[src/verilog/cdw_pkg.sv]
package cdw_pkg;
  localparam int CFG_WIDTH = 60;
  localparam logic [5:0] CFG_COUNT_FULL = 6'h3C;
  localparam logic [59:0] CFG_RESET = 60'h0;
  localparam int NUM_BANKS = 5;
  localparam int DRV_B4_LSB = 40;
  localparam int DRV_B5_LSB = 38;
  localparam int DRV_FB_LSB = 36;
  localparam int INSEL_PRI_LSB = 34;
  localparam int INSEL_SEC_LSB = 32;
  localparam int INSEL_FB_LSB = 30;
  localparam int DIV_B1_LSB = 25;
  localparam int DIV_STEP = 5;
  localparam int DIV_W = 5;
  localparam int EN_B1_BIT = 56;
  localparam int PLL_DIS_BIT = 57;
  localparam int STOP_LOW_BIT = 58;
  localparam int STYLE_BIT = 59;
  localparam logic [4:0] DIV_CODE_ZERO = 5'h00;
  localparam logic [4:0] DIV_CODE_INV = 5'h10;
  localparam logic [4:0] DIV_CODE_BY2 = 5'h11;
  localparam logic [4:0] DIV_CODE_BY4 = 5'h12;
  localparam logic [7:0] NVM_ACCESS_TICKS = 8'h40;
  localparam logic FB_STOP_OPPOSITE = 1'b1;

  typedef enum logic [1:0] {
    DIV_ZERO = 2'b00,
    DIV_INV = 2'b01,
    DIV_BY2 = 2'b10,
    DIV_BY4 = 2'b11
  } cdw_div_type;

  typedef enum logic [1:0] {
    IN_DIFF = 2'b00,
    IN_SE25 = 2'b01,
    IN_RSVD = 2'b10,
    IN_SE18 = 2'b11
  } cdw_in_type;

  typedef enum logic {
    NVM_IDLE = 1'b0,
    NVM_BUSY = 1'b1
  } cdw_nvm_type;
endpackage

[src/verilog/cdw_bank_if.sv]
`timescale 1ns/1ps
interface cdw_bank_if;
  cdw_pkg::cdw_div_type mode;
  logic disabled;
  logic gated;
  logic stop_high;
  logic phase;
  logic div_reset;
  logic q;
  logic oe_n;
  modport ctrl (output mode, disabled, gated, stop_high, phase, div_reset,
                input q, oe_n);
  modport bank (input mode, disabled, gated, stop_high, phase, div_reset,
                output q, oe_n);
endinterface

[src/verilog/cdw_config_word.sv]
`timescale 1ns/1ps
// Functional notes
// - bits 41:40 select the drive level of bank 4 and bits 39:38 bank 5.
// - bits 37:36 select the drive level of the feedback output bank.
// - input selects are primary 35:34, secondary 33:32, feedback 31:30.
// - input codes are 00 differential, 01 2.5V, 11 1.8V; 10 is reserved.
// - five-bit divide fields sit at 29:25 down to 4:0, feedback last.
// - memory access time is counted in PLL oscillator ticks.
// - a bank toggles only with its pin low and bit clear, else is disabled.
// - a disabled bank floats when the style pin is low and bit 59 is 0.
// - bit 58 low stops banks high, high stops them low.
// - bits 56 to 52 disable banks 1 to 5 like their active-low pins.
// - divide codes 00000 zero skew, 10000 invert, 10001 /2, 10010 /4.
module cdw_config_word #(
  parameter logic [7:0] NVM_TICKS = cdw_pkg::NVM_ACCESS_TICKS,
  parameter logic FB_STOP_OPPOSITE = cdw_pkg::FB_STOP_OPPOSITE
) (
  input wire logic clock_i,
  input wire logic rst_i,
  input wire logic cfg_shift_i,
  input wire logic cfg_bit_i,
  input wire logic cfg_commit_i,
  input wire logic [4:0] bank_output_enable_n_i,
  input wire logic disable_style_select_i,
  input wire logic out_phase_i,
  input wire logic osc_tick_i,
  input wire logic nvm_start_i,
  output logic [9:0] bank_output_pair_o,
  output logic [9:0] bank_output_pair_oe_n_o,
  output logic feedback_output_o,
  output logic feedback_output_oe_n_o,
  output logic [1:0] bank4_drive_o,
  output logic [1:0] bank5_drive_o,
  output logic [1:0] feedback_drive_o,
  output logic [1:0] primary_reference_input_sel_o,
  output logic [1:0] secondary_reference_input_sel_o,
  output logic [1:0] feedback_input_sel_o,
  output logic input_sel_reserved_o,
  output logic pll_disable_o,
  output logic cfg_rejected_o,
  output logic nvm_busy_o,
  output logic nvm_refused_o
);
  localparam int NB = cdw_pkg::NUM_BANKS;

  function automatic logic [4:0] div_field(input logic [59:0] w,
                                           input int b);
    div_field = w[cdw_pkg::DIV_B1_LSB - cdw_pkg::DIV_STEP * b +:
                  cdw_pkg::DIV_W];
  endfunction

  function automatic cdw_pkg::cdw_div_type div_decode(input logic [4:0] c);
    case (c)
      cdw_pkg::DIV_CODE_INV: div_decode = cdw_pkg::DIV_INV;
      cdw_pkg::DIV_CODE_BY2: div_decode = cdw_pkg::DIV_BY2;
      cdw_pkg::DIV_CODE_BY4: div_decode = cdw_pkg::DIV_BY4;
      default: div_decode = cdw_pkg::DIV_ZERO;
    endcase
  endfunction

  logic [59:0] shift_r;
  logic [59:0] shift_nxt;
  logic [5:0] count_r;
  logic [5:0] count_nxt;
  logic [59:0] active_r;
  logic [59:0] active_nxt;
  logic reject_r;
  logic [4:0] en_meta_r;
  logic [4:0] en_sync_r;
  logic style_meta_r;
  logic style_sync_r;
  cdw_pkg::cdw_nvm_type nvm_state_r;
  cdw_pkg::cdw_nvm_type nvm_state_nxt;
  logic [7:0] tick_r;
  logic [7:0] tick_nxt;
  logic refused_r;
  logic word_full_w;
  logic commit_ok_w;
  logic nvm_accept_w;
  logic nvm_refuse_w;
  logic nvm_last_w;
  logic [4:0] en_bits_w;
  logic [NB:0] dis_w;
  logic gated_w;
  logic stop_high_w;

  // shadow word: partial loads never reach the live controls
  assign word_full_w = (count_r == cdw_pkg::CFG_COUNT_FULL);
  assign commit_ok_w = cfg_commit_i & word_full_w;
  assign shift_nxt = (cfg_shift_i && !cfg_commit_i) ?
                     {shift_r[58:0], cfg_bit_i} : shift_r;
  assign count_nxt = cfg_commit_i ? 6'h00 :
                     ((cfg_shift_i && !word_full_w) ? count_r + 6'h01 :
                      count_r);
  assign active_nxt = commit_ok_w ? shift_r : active_r;

  always_ff @(posedge clock_i or posedge rst_i) begin
    if (rst_i) begin
      shift_r <= cdw_pkg::CFG_RESET;
      count_r <= 6'h00;
      active_r <= cdw_pkg::CFG_RESET;
      reject_r <= 1'b0;
    end else begin
      shift_r <= shift_nxt;
      count_r <= count_nxt;
      active_r <= active_nxt;
      reject_r <= cfg_commit_i & ~word_full_w;
    end
  end

  // pins are asynchronous to this clock
  always_ff @(posedge clock_i or posedge rst_i) begin
    if (rst_i) begin
      en_meta_r <= 5'h1F;
      en_sync_r <= 5'h1F;
      style_meta_r <= 1'b0;
      style_sync_r <= 1'b0;
    end else begin
      en_meta_r <= bank_output_enable_n_i;
      en_sync_r <= en_meta_r;
      style_meta_r <= disable_style_select_i;
      style_sync_r <= style_meta_r;
    end
  end

  // access length follows the oscillator, so a slow VCO means long access
  assign nvm_last_w = osc_tick_i && (tick_r == NVM_TICKS - 8'h01);
  // a disabled PLL gives no ticks, so such a start would never end
  assign nvm_accept_w = nvm_start_i && nvm_state_r == cdw_pkg::NVM_IDLE &&
                        !active_r[cdw_pkg::PLL_DIS_BIT];
  assign nvm_refuse_w = nvm_start_i & ~nvm_accept_w;

  always_comb begin
    nvm_state_nxt = nvm_state_r;
    tick_nxt = tick_r;
    case (nvm_state_r)
      cdw_pkg::NVM_IDLE: begin
        tick_nxt = 8'h00;
        if (nvm_accept_w) begin
          nvm_state_nxt = cdw_pkg::NVM_BUSY;
        end
      end
      cdw_pkg::NVM_BUSY: begin
        if (nvm_last_w) begin
          nvm_state_nxt = cdw_pkg::NVM_IDLE;
          tick_nxt = 8'h00;
        end else if (osc_tick_i) begin
          tick_nxt = tick_r + 8'h01;
        end
      end
      default: begin
        nvm_state_nxt = cdw_pkg::NVM_IDLE;
        tick_nxt = 8'h00;
      end
    endcase
  end

  always_ff @(posedge clock_i or posedge rst_i) begin
    if (rst_i) begin
      nvm_state_r <= cdw_pkg::NVM_IDLE;
      tick_r <= 8'h00;
      refused_r <= 1'b0;
    end else begin
      nvm_state_r <= nvm_state_nxt;
      tick_r <= tick_nxt;
      refused_r <= nvm_refuse_w;
    end
  end

  assign gated_w = style_sync_r | active_r[cdw_pkg::STYLE_BIT];
  assign stop_high_w = ~active_r[cdw_pkg::STOP_LOW_BIT];
  assign dis_w[NB] = 1'b0;

  cdw_bank_if bank_if [NB+1] ();

  for (genvar g = 0; g <= NB; g++) begin : g_bank
    if (g < NB) begin : g_out
      assign en_bits_w[g] = active_r[cdw_pkg::EN_B1_BIT - g];
      assign dis_w[g] = en_sync_r[g] | en_bits_w[g];
      assign bank_if[g].stop_high = stop_high_w;
      assign bank_output_pair_o[2*g+1:2*g] = {2{bank_if[g].q}};
      assign bank_output_pair_oe_n_o[2*g+1:2*g] = {2{bank_if[g].oe_n}};
    end else begin : g_fb
      // opposite-level stop for feedback is a parameter: the text is unclear
      assign bank_if[g].stop_high = FB_STOP_OPPOSITE ? ~stop_high_w :
                                    stop_high_w;
      assign feedback_output_o = bank_if[g].q;
      assign feedback_output_oe_n_o = bank_if[g].oe_n;
    end
    assign bank_if[g].mode = div_decode(div_field(active_r, g));
    assign bank_if[g].disabled = dis_w[g];
    assign bank_if[g].gated = gated_w;
    assign bank_if[g].phase = out_phase_i;
    assign bank_if[g].div_reset = &dis_w[NB-1:0];
    cdw_bank u_bank (
      .clock_i(clock_i),
      .rst_i(rst_i),
      .bif(bank_if[g])
    );
  end

  assign bank4_drive_o = active_r[cdw_pkg::DRV_B4_LSB +: 2];
  assign bank5_drive_o = active_r[cdw_pkg::DRV_B5_LSB +: 2];
  assign feedback_drive_o = active_r[cdw_pkg::DRV_FB_LSB +: 2];
  assign primary_reference_input_sel_o =
    active_r[cdw_pkg::INSEL_PRI_LSB +: 2];
  assign secondary_reference_input_sel_o =
    active_r[cdw_pkg::INSEL_SEC_LSB +: 2];
  assign feedback_input_sel_o =
    active_r[cdw_pkg::INSEL_FB_LSB +: 2];
  assign input_sel_reserved_o =
    (primary_reference_input_sel_o == cdw_pkg::IN_RSVD) ||
    (secondary_reference_input_sel_o == cdw_pkg::IN_RSVD) ||
    (feedback_input_sel_o == cdw_pkg::IN_RSVD);
  assign pll_disable_o = active_r[cdw_pkg::PLL_DIS_BIT];
  assign cfg_rejected_o = reject_r;
  assign nvm_busy_o = (nvm_state_r == cdw_pkg::NVM_BUSY);
  assign nvm_refused_o = refused_r;

  commit_apply_a: assert property (
    @(posedge clock_i) disable iff (rst_i)
    cfg_commit_i && count_r == 6'h3C |=> active_r == $past(shift_r))
    else $error("complete word not applied on commit");
  partial_hold_a: assert property (
    @(posedge clock_i) disable iff (rst_i)
    cfg_commit_i && count_r != 6'h3C |=> $stable(active_r) && cfg_rejected_o)
    else $error("partial word reached the live controls");
  bank_drive_a: assert property (
    @(posedge clock_i) disable iff (rst_i)
    commit_ok_w |=> bank4_drive_o == $past(shift_r[41:40]) &&
                    bank5_drive_o == $past(shift_r[39:38]))
    else $error("bank drive select taken from wrong bits");
  fb_drive_a: assert property (
    @(posedge clock_i) disable iff (rst_i)
    commit_ok_w |=> feedback_drive_o == $past(shift_r[37:36]))
    else $error("feedback drive select taken from wrong bits");
  input_sel_a: assert property (
    @(posedge clock_i) disable iff (rst_i)
    commit_ok_w |=> primary_reference_input_sel_o == $past(shift_r[35:34])
      && secondary_reference_input_sel_o == $past(shift_r[33:32])
      && feedback_input_sel_o == $past(shift_r[31:30]))
    else $error("input select taken from wrong bits");
  reserved_code_a: assert property (
    @(posedge clock_i) disable iff (rst_i)
    commit_ok_w && (shift_r[35:34] == 2'b10 || shift_r[33:32] == 2'b10 ||
                    shift_r[31:30] == 2'b10) |=> input_sel_reserved_o)
    else $error("reserved input code not flagged");
  divide_decode_a: assert property (
    @(posedge clock_i) disable iff (rst_i)
    commit_ok_w && shift_r[29:25] == 5'h11 && shift_r[4:0] == 5'h00
    |=> bank_if[0].mode == cdw_pkg::DIV_BY2 &&
        bank_if[NB].mode == cdw_pkg::DIV_ZERO)
    else $error("divide field decoded wrongly");
  enable_bit_a: assert property (
    @(posedge clock_i) disable iff (rst_i)
    active_r[56] && !gated_w |=> bank_output_pair_oe_n_o[1:0] == 2'b11)
    else $error("enable bit does not disable bank 1");
  nvm_length_a: assert property (
    @(posedge clock_i) disable iff (rst_i)
    nvm_busy_o && osc_tick_i && tick_r == NVM_TICKS - 8'h01 |=> !nvm_busy_o)
    else $error("memory access did not end after its tick count");
  nvm_pll_off_a: assert property (
    @(posedge clock_i) disable iff (rst_i)
    nvm_start_i && pll_disable_o |=> nvm_refused_o && $stable(nvm_busy_o))
    else $error("memory access started with the PLL disabled");
endmodule

[src/verilog/cdw_bank.sv]
`timescale 1ns/1ps
module cdw_bank (
  input wire logic clock_i,
  input wire logic rst_i,
  cdw_bank_if.bank bif
);
  logic phase_d_r;
  logic [1:0] div_cnt_r;
  logic [1:0] div_cnt_nxt;
  logic q_r;
  logic q_nxt;
  logic oe_n_r;
  logic oe_n_nxt;
  logic rise_w;
  logic src_w;

  assign rise_w = bif.phase & ~phase_d_r;
  // divider restarts from a known state while all five output banks are off (feedback not counted)
  assign div_cnt_nxt = bif.div_reset ? 2'h0 :
                       (rise_w ? div_cnt_r + 2'h1 : div_cnt_r);
  assign src_w = (bif.mode == cdw_pkg::DIV_INV) ? ~bif.phase :
                 (bif.mode == cdw_pkg::DIV_BY2) ? div_cnt_r[0] :
                 (bif.mode == cdw_pkg::DIV_BY4) ? div_cnt_r[1] :
                 bif.phase;
  assign q_nxt = !bif.disabled ? src_w :
                 (bif.gated ? bif.stop_high : q_r);
  assign oe_n_nxt = bif.disabled & ~bif.gated;

  always_ff @(posedge clock_i or posedge rst_i) begin
    if (rst_i) begin
      phase_d_r <= 1'b0;
      div_cnt_r <= 2'h0;
      q_r <= 1'b0;
      oe_n_r <= 1'b1;
    end else begin
      phase_d_r <= bif.phase;
      div_cnt_r <= div_cnt_nxt;
      q_r <= q_nxt;
      oe_n_r <= oe_n_nxt;
    end
  end

  assign bif.q = q_r;
  assign bif.oe_n = oe_n_r;

  gated_level_a: assert property (
    @(posedge clock_i) disable iff (rst_i)
    bif.disabled && bif.gated |=> !oe_n_r && q_r == $past(bif.stop_high))
    else $error("gated bank not held at stop level");
  tristate_hold_a: assert property (
    @(posedge clock_i) disable iff (rst_i)
    bif.disabled && !bif.gated |=> oe_n_r)
    else $error("disabled bank not released to high impedance");
  normal_toggle_a: assert property (
    @(posedge clock_i) disable iff (rst_i)
    !bif.disabled && bif.mode == cdw_pkg::DIV_ZERO
    |=> !oe_n_r && q_r == $past(bif.phase))
    else $error("enabled bank does not follow its clock");
  invert_mode_a: assert property (
    @(posedge clock_i) disable iff (rst_i)
    !bif.disabled && bif.mode == cdw_pkg::DIV_INV
    |=> q_r == !$past(bif.phase))
    else $error("inverted bank does not invert its clock");
endmodule

[config.mk]
export PLATFORM = sky130hd
export DESIGN_NAME = cdw_config_word
export DESIGN_NICKNAME = d
export VERILOG_FILES = /design/src/verilog/cdw_pkg.sv /design/src/verilog/cdw_bank_if.sv /design/src/verilog/cdw_config_word.sv /design/src/verilog/cdw_bank.sv
export SDC_FILE = /design/constraint.sdc
export NUM_CORES = 1
export LEC_CHECK = 0
export BUFFER_PORTS_ARGS = -buffer_cell sky130_fd_sc_hd__buf_2
export CORE_MARGIN = 2
export CORE_UTILIZATION = 54
export DETAILED_ROUTE_END_ITERATION = 6
export PLACE_DENSITY_LB_ADDON = 0.2
export SLEW_MARGIN = 20
export SYNTH_ARGS = -nofsm -noshare
export SYNTH_HDL_FRONTEND = slang
export SYNTH_SLANG_ARGS = --single-unit
[constraint.sdc]
create_clock -name clock_i -period 5.9 [get_ports clock_i]
set_input_delay 1.18 -clock clock_i [delete_from_list [all_inputs] [get_ports clock_i]]
set_output_delay 1.18 -clock clock_i [all_outputs]
set_load 0.005 [all_outputs]
After elaboration in Yosys (flattened, before gate mapping):

Cells that the tools add are included.

* flip-flop bits (word level): 174
* logic and storage cells: 170
* input bits: 14
* output and inout port bits: 39

* reductions and logical operators: 13
* bitwise gates (word level): 22
* multiplexer cells: 50
* add/sub/neg operators: 8
* equality and inequality tests: 47

Operators with widths (count)
* $eq A5 B5 Y1 const B: 18
* $pmux W2 S3: 6
* $eq A2 B2 Y1 const B: 15
* $mux W1: 26
* $mux W2: 12
* $mux W8: 2
* $pmux W8 S2: 1
* $add A2 B1 Y2 const B: 6
* $eq A2 B1 Y1 const B: 6
* $mux W6: 2
* $ne A2 B2 Y1 const B: 5
* $and A1 B1 Y1: 9
* $add A8 B1 Y8 const B: 1
* $eq A8 B6 Y1 const B: 1
* $not A1 Y1: 7
* $add A6 B1 Y6 const B: 1
* $eq A6 B6 Y1 const B: 1
* $or A1 B1 Y1: 6
* $logic_and A1 B1 Y1: 5
* $reduce_and A5 Y1: 1
* $reduce_bool A2 Y1: 2
* $logic_not A1 Y1: 3
* $ne A3 B2 Y1 const B: 1
* $logic_or A1 B1 Y1: 2
* $pmux W1 S2: 1

Depth between registers and ports, before layout:

Gate-level depths: netlist (run 1).

* depth in word-level cells: 7
* mapped depth: 7

By module:

From an unflattened synthesis (run 1), not the netlist that was laid out.

* cells, all modules: 534
* area total of the unflattened synthesis: 7123.1 um2

By module, submodules not included
* cdw_config_word: cells each 408, instances 1, area each 5756.8 um2, sequential area each 3490.8 um2
* cdw_bank: cells each 21, instances 6, area each 227.7 um2, sequential area each 126.4 um2

Worst setup path before layout (run 1):

Ideal clock, no wire load.

* kind: input-to-reg
* from: input cfg_commit_i
* to: register active_r[0]
* stages on the path: 5
* data arrival time: 2.151 ns
* library setup time: 0.125 ns
* slack: 3.624 ns
* cell sequence: inv_2 > or3_1 > buf_2 > buf_6 > mux2_4

* word-level cells in the longest chain between the ends: 1

Ends and longest elaborated chain
* start: declaration: RTL line cdw_config_word.sv:22 `input wire logic cfg_commit_i,`
* $and A1 B1 Y1: RTL line cdw_config_word.sv:89 `assign commit_ok_w = cfg_commit_i & word_full_w;`
* end signal: assignment: RTL line cdw_config_word.sv:101 `active_r <= cdw_pkg::CFG_RESET;`
* end signal: assignment: RTL line cdw_config_word.sv:106 `active_r <= active_nxt;`
* end: declaration: RTL line cdw_config_word.sv:65 `logic [59:0] active_r;`

Every way passes these cells.
A chain may end at the register's enable or synchronous reset.

Final worst setup path (run 1):

* from: input cfg_commit_i
* to: register active_r[30]

Same word-level chain as after synthesis.

==> flow_metrics.py, run 1 <==
metrics = {
    "global_route": {
        "grt_pass1_vias": 3852,
        "grt_max_degree": 108,
        "grt_util_all_layers": 0.179,
        "antenna_found_initial": 0,
        "grt_overflow_total": 0,
        "grt_pass1_wl_microns": 19500,
    },
    "route": {
        "drt_iter0_drc": 328,
        "drt-total-wl_microns": 11300,
        "drcViolationCount": 0,
        "dr_total_vias": 3757,
        "vias_per_cell": 5.25,
        "routedWlPerCell_microns": 15.8,
        "antenna_left": 0,
        "drt_pre_antenna_iters": 4,
    },
    "setup_path": {
        "cp.depth": 5,
        "start_kind": "input pin",
        "path_max_fanout": 50,
        "end_kind": "flip-flop",
        "r2r_slack_ps": 3700,
        "cpLargestDelayFamily": "buffers and inverters",
        "path_cells": "buf_2 -> inv_2 -> or3_2 -> buf_4 -> mux2_4",
        "cp_num_buf_inv": 3,
        "critical_path_required_ps": 6200,
        "critPathKind": "in2reg",
        "slowest_stage": "or3_2",
        "crit_arrival_ps": 2700,
        "rr_worst_depth": 6,
        "critPathMaxStageDelay_ps": 460,
    },
    "floorplan": {
        "start_util": 0.553,
        "core_area_sq_um": 12600,
        "dieArea_sq_um": 13800,
        "rows": 41,
        "die_h_microns": 117,
        "io_pins": 53,
        "die_x_microns": 117,
    },
    "run": {
        "cap_violations": 0,
    },
    "timing": {
        "finalHoldViolCount": 0,
        "rsz0062_at_grt": "no",
        "setup_tns_ps": 0,
        "timing.final.crit_share": 0.407,
        "fin_worst_skew_ps": 8.58,
        "worst_pin_slew_ps": 976,
        "min_period_ps": 2400,
        "slew_viol_final": 0,
        "fin_hold_ws_ps": 350,
        "timing.fmax_ghz": 0.417,
        "finalSetupViolations": 0,
        "maxSlewHeadroom": 0.347,
    },
    "clock_network": {
        "root_buffer": "clkbuf_16",
        "clkTransAtPathRegs_ps": 60,
        "htreeDepth": 4,
        "cts-resized-gates": 0,
        "cts_max_path_buffers": 2,
        "clk_latency_ps": 420,
        "postCtsHoldBufs": 0,
        "post-cts-setup-buffers": 0,
        "clock_sinks": 164,
        "cts_tree": "built",
        "cts_buffers": 17,
    },
    "finish": {
        "final_layout_size_suffix_gt1_frac": 0.399,
        "area_delta_synth_final_pct": 11.1,
        "fin_util": 0.615,
        "n_antenna_cell": 0,
        "nNetsFinal": 549,
    },
    "logic_synthesis": {
        "syn_area_sq_um": 6950,
        "synth_cells": 506,
        "yosys_warnings": 0,
        "ys.flop_type": "dfrtp_1",
        "synth-seq-cells": 164,
        "synth-seq-area-share": 0.593,
        "postSynthAreaPerCell_sq_um": 13.7,
        "synth_edf_count": 0,
        "synth.distinct_cells": 47,
        "syn-num-nets": 523,
        "async_flop_share": 1.00,
    },
    "power_and_ir_drop": {
        "irDropWorstVdd_mv": 0.185,
        "p_leak_uw": 0.00386,
        "p_per_area_nw_per_um2": 350,
    },
    "run_status": {
        "status": "completed",
    },
    "hold_path": {
        "hold_class": "reg2reg",
        "hold_path_depth": 0,
    },
    "place": {
        "placement.io_buffers": 52,
        "hpwl_microns": 7170,
        "place_congestion": 0.697,
    },
}
[routing by layer]
layer / up-vias / part of all wire / wire, microns / global-route usage
met4: 0 / 0.017 / 192 / 0.0708
met5: - / 0 / 0 / 0
li1: 1773 / - / - / -
met3: 17 / 0.036 / 402 / 0.0538
met2: 59 / 0.49 / 5470 / 0.275
met1: 1908 / 0.46 / 5210 / 0.241
[path summary, 6_finish.rpt]
check / end / start
max in group asynchronous: g_bank[0].u_bank.bif.q / rst_i
worst min register to register: style_sync_r / style_meta_r
worst min-delay path: style_sync_r / style_meta_r
worst max-delay path: active_r[30] / cfg_commit_i
worst max register to register: active_r[30] / count_r[0]
min in group asynchronous: tick_r[0] / rst_i
[logic make-up (layout without fill, tap and decap cells)]
logic type / after synthesis / count (layout) / synth area share
DFF: 164 / 164 / 0.593
muxes: 112 / 112 / 0.208
and+or+nand+nor: 105 / 105 / 0.0707
buffers and inverters: 57 / 95 / 0.0551
AOI/OAI and AO/OA: 46 / 46 / 0.0441
xor gates and xnor gates: 18 / 18 / 0.0227
adders and majority gates: 3 / 3 / 0.00540
other: 1 / 1 / 0.000540
[area by class of cell]
cell class / instances / area [sq um]
Multi-Input combinational cell: 285 / 2450
Sequential cell: 164 / 4120
Tap cell: 172 / 215
Clock inverter: 8 / 124
Fill cell: 962 / 4840
Clock buffer: 23 / 488
Inverter: 8 / 35.0
Timing Repair Buffer: 56 / 290
[registers in the layout, summed over array words and instances, names as in the netlist, 5 cells and up]
register / cells
g_bank.u_bank.div_cnt_r: 12
active_r: 50
en_meta_r: 5
count_r: 6
g_bank.u_bank.bif.q: 6
shift_r: 60
en_sync_r: 5
tick_r: 8
g_bank.u_bank.bif.oe_n: 6
[metrics by stage]
step	total power (uW)	setup slack (ps)	area, sq um	instances
floorplan	1530	313	6950	506
global placement	1580	3100	7110	685
detailed placement	1600	3070	7110	685
CTS	2730	3510	7720	716
global route	2830	3330	7720	716
finish	2700	3500	7720	716
[worst reg2reg max path: stages (launching register included)]
cell and delay, ps:
dfrtp_1 400, inv_1 110, ha_1 200, nand3_1 120
or3_2 420, buf_4 410, mux2_4 440
[cells in the final DEF, fill, tap and decap left out, types with 8 or more instances in the layout]
cell	Yosys	final
nand2_1	28	27
mux2_2	60	60
xnor2_1	11	11
dfrtp_1	148	148
buf_2	9	52
clkbuf_16	0	17
dfstp_2	16	16
nor2_1	38	38
o21ai_0	14	14
mux2_4	50	50
nand2b_1	8	8
[cell usage after synthesis (all sizes together) (5+ instances only)]
master / number / share of area
o21ai: 14 / 0.010
dfrtp: 148 / 0.53
xnor2: 11 / 0.014
dfstp: 16 / 0.060
mux2: 110 / 0.21
nor2: 38 / 0.021
buf: 46 / 0.049
nand3: 6 / 0.0043
nand2b: 8 / 0.0072
xor2: 7 / 0.0088
inv: 8 / 0.0043
nor3: 5 / 0.0036
a21oi: 5 / 0.0036
nand2: 28 / 0.015
[report_power, final]
part           switching (uW)  internal [uW]
Clock                     416            708
Combinational             110            122
Sequential               98.1           1250
Power figures use the tool's default switching activity.
==> run 2: changes to the inputs <==
Settings changed: CORE_UTILIZATION 54 to 60.
Clock period 5.9 ns to 2.35 ns, I/O delays scaled along.
==> run 2 against run 1 <==
Effect of this change: final cell count decreased by 3.6%; non-clock buffer count grew 2; clock power rose by 150%; flip-flop and latch count unchanged; sequential power grew to 2.5 times the previous value; global-route usage rose by 2.3 points; setup slack got worse by 3100 ps; die area down 9.7%; clock skew shrank 0.78 ps; design area rose by 0.28%; highest routed layer unchanged.
==> flow_metrics.py, run 2 (synthesis results as in run 1) <==
metrics = {
    "run_status": {
        "status": "completed",
    },
    "clock_network": {
        "cts_tree": "built",
        "clkTransAtPathRegs_ps": 60,
        "htreeDepth": 4,
        "clk_latency_ps": 420,
        "root_buffer": "clkbuf_16",
        "cts_buffers": 17,
        "postCtsHoldBufs": 0,
        "cts_max_path_buffers": 2,
        "post-cts-setup-buffers": 0,
        "clock_sinks": 164,
        "cts-resized-gates": 0,
    },
    "route": {
        "vias_per_cell": 5.51,
        "drt-total-wl_microns": 11400,
        "drt_pre_antenna_iters": 4,
        "dr_total_vias": 3799,
        "drt_iter0_drc": 228,
        "routedWlPerCell_microns": 16.5,
        "drcViolationCount": 0,
        "antenna_left": 0,
    },
    "global_route": {
        "grt.met3_usage": 0.0610,
        "grt_util_all_layers": 0.202,
        "grt_overflow_total": 0,
        "grt_pass1_wl_microns": 19800,
        "antenna_found_initial": 0,
        "grt_pass1_vias": 3978,
        "met1_usage": 0.278,
        "grt_max_degree": 89,
        "busiest_layer": "met2",
        "grt_use_met2": 0.312,
    },
    "setup_path": {
        "crit_arrival_ps": 2270,
        "critical_path_required_ps": 2650,
        "r2r_start": "count_r[0]",
        "path_max_fanout": 50,
        "end_kind": "flip-flop",
        "start_kind": "flip-flop",
        "slowest_stage": "or3_2",
        "critPathMaxStageDelay_ps": 460,
        "path_cells": "inv_1 -> ha_1 -> nand3_1 -> or3_2 -> buf_12 -> mux2_4",
        "worstReg2RegEnd": "active_r[57]",
        "rr_worst_depth": 6,
        "critPathKind": "reg2reg",
        "r2r_slack_ps": 380,
    },
    "timing": {
        "slew_viol_final": 0,
        "timing.fmax_ghz": 0.509,
        "min_period_ps": 1970,
        "fin_worst_skew_ps": 7.80,
        "rsz0062_at_grt": "no",
        "finalHoldViolCount": 0,
        "timing.final.crit_share": 0.837,
        "finalSetupViolations": 0,
    },
    "floorplan": {
        "rows": 39,
        "dieArea_sq_um": 12500,
        "die_x_microns": 112,
        "io_pins": 53,
        "die_h_microns": 112,
        "core_area_sq_um": 11400,
        "start_util": 0.611,
    },
    "place": {
        "placement.io_buffers": 52,
        "place_congestion": 0.820,
        "hpwl_microns": 7260,
    },
    "finish": {
        "regMostFlops": "shift_r",
        "n_antenna_cell": 0,
        "area_delta_synth_final_pct": 11.4,
        "nNetsFinal": 551,
        "final_layout_size_suffix_gt1_frac": 0.406,
        "top_regs": "shift_r x60, active_r x50, g_bank.u_bank.div_cnt_r x12",
        "n_fill_cell": 822,
        "final_common_cell": "dfrtp_1",
        "final_cell_mix": "dfrtp_1, mux2_2, buf_2",
        "largest_reg_flops": 60,
        "fin_util": 0.681,
    },
    "power_and_ir_drop": {
        "p_per_area_nw_per_um2": 871,
        "irDropWorstVdd_mv": 0.995,
        "fin_total_pwr_uw": 6740,
        "p_leak_uw": 0.00387,
    },
    "hold_path": {
        "hold_class": "in2async",
    },
    "run": {
        "cap_violations": 0,
    },
}
run 2: cell count changes in the layout (fill, tap and decap cells not counted), sizes merged:
cell	before	now
bufinv	3	2
clkbuf	23	21
buf	56	58
clkinvlp	2	6
run 2: per-stage QoR:
| stage | hold WS [ps] | setup TNS, ps | instance area (sq um) | instances | setup slack, ps |
|---|---|---|---|---|---|
| after CTS | 36.4 | 0 | 7740 | 690 | 391 |
| after floorplan | 331 | -28380 | 6950 | 506 | -192 |
| after detailed placement | 341 | 0 | 7140 | 658 | 404 |
| final | 44.6 | 0 | 7740 | 690 | 384 |
| after global routing | 51.5 | 0 | 7740 | 690 | 315 |
| after global placement | 338 | 0 | 7140 | 658 | 466 |
run 2: final cells by class:
cell class / instances / area, sq um / area share
clock buffer: 21 / 480 / 0.0620
tap: 143 / 179 / 0.0231
sequential: 164 / 4120 / 0.532
clock inverter: 11 / 125 / 0.0162
inverter: 8 / 33.8 / 0.00436
timing repair buffer: 58 / 355 / 0.0459
multi-input combinational: 285 / 2450 / 0.316
run 2: power breakdown:
| group | internal (uW) | total [uW] | switching [uW] | leakage, uW |
|---|---|---|---|---|
| clock network | 1680 | 2770 | 1090 | 0.000284 |
| registers | 3130 | 3380 | 250 | 0.00215 |
| logic | 314 | 594 | 280 | 0.00144 |
| total | 5120 | 6740 | 1620 | 0.00387 |
run 2: critical path, delay by kind of cell, from the launching register on:
family | cells | cell delay, ps
buf+inv | 2 | 350
simple gates | 2 | 570
mux | 1 | 340
flops | 1 | 400
fa+ha+maj | 1 | 170
run 2: how the worst max path moves through the flow:
| stage | endpoint | depth (start not counted) | start | slack (ps) |
|---|---|---|---|---|
| 6_report | active_r[57] | 6 | count_r[0] | 380 |
| 5_1_grt | active_r[32] | 6 | count_r[0] | 320 |
| 4_1_cts | active_r[57] | 6 | count_r[0] | 390 |
| 3_5_place_dp | active_r[0] | 6 | count_r[0] | 400 |
| 3_3_place_gp | active_r[33] | 5 | cfg_commit_i | 470 |
| 2_1_floorplan | active_r[0] | 1 | rst_i | -190 |
run 2: routing by layer:
layer	up-vias	part of all wire
li1	1775	-
met1	1952	0.47
met2	63	0.49
met3	9	0.033
met4	0	0.0094
met5	-	0
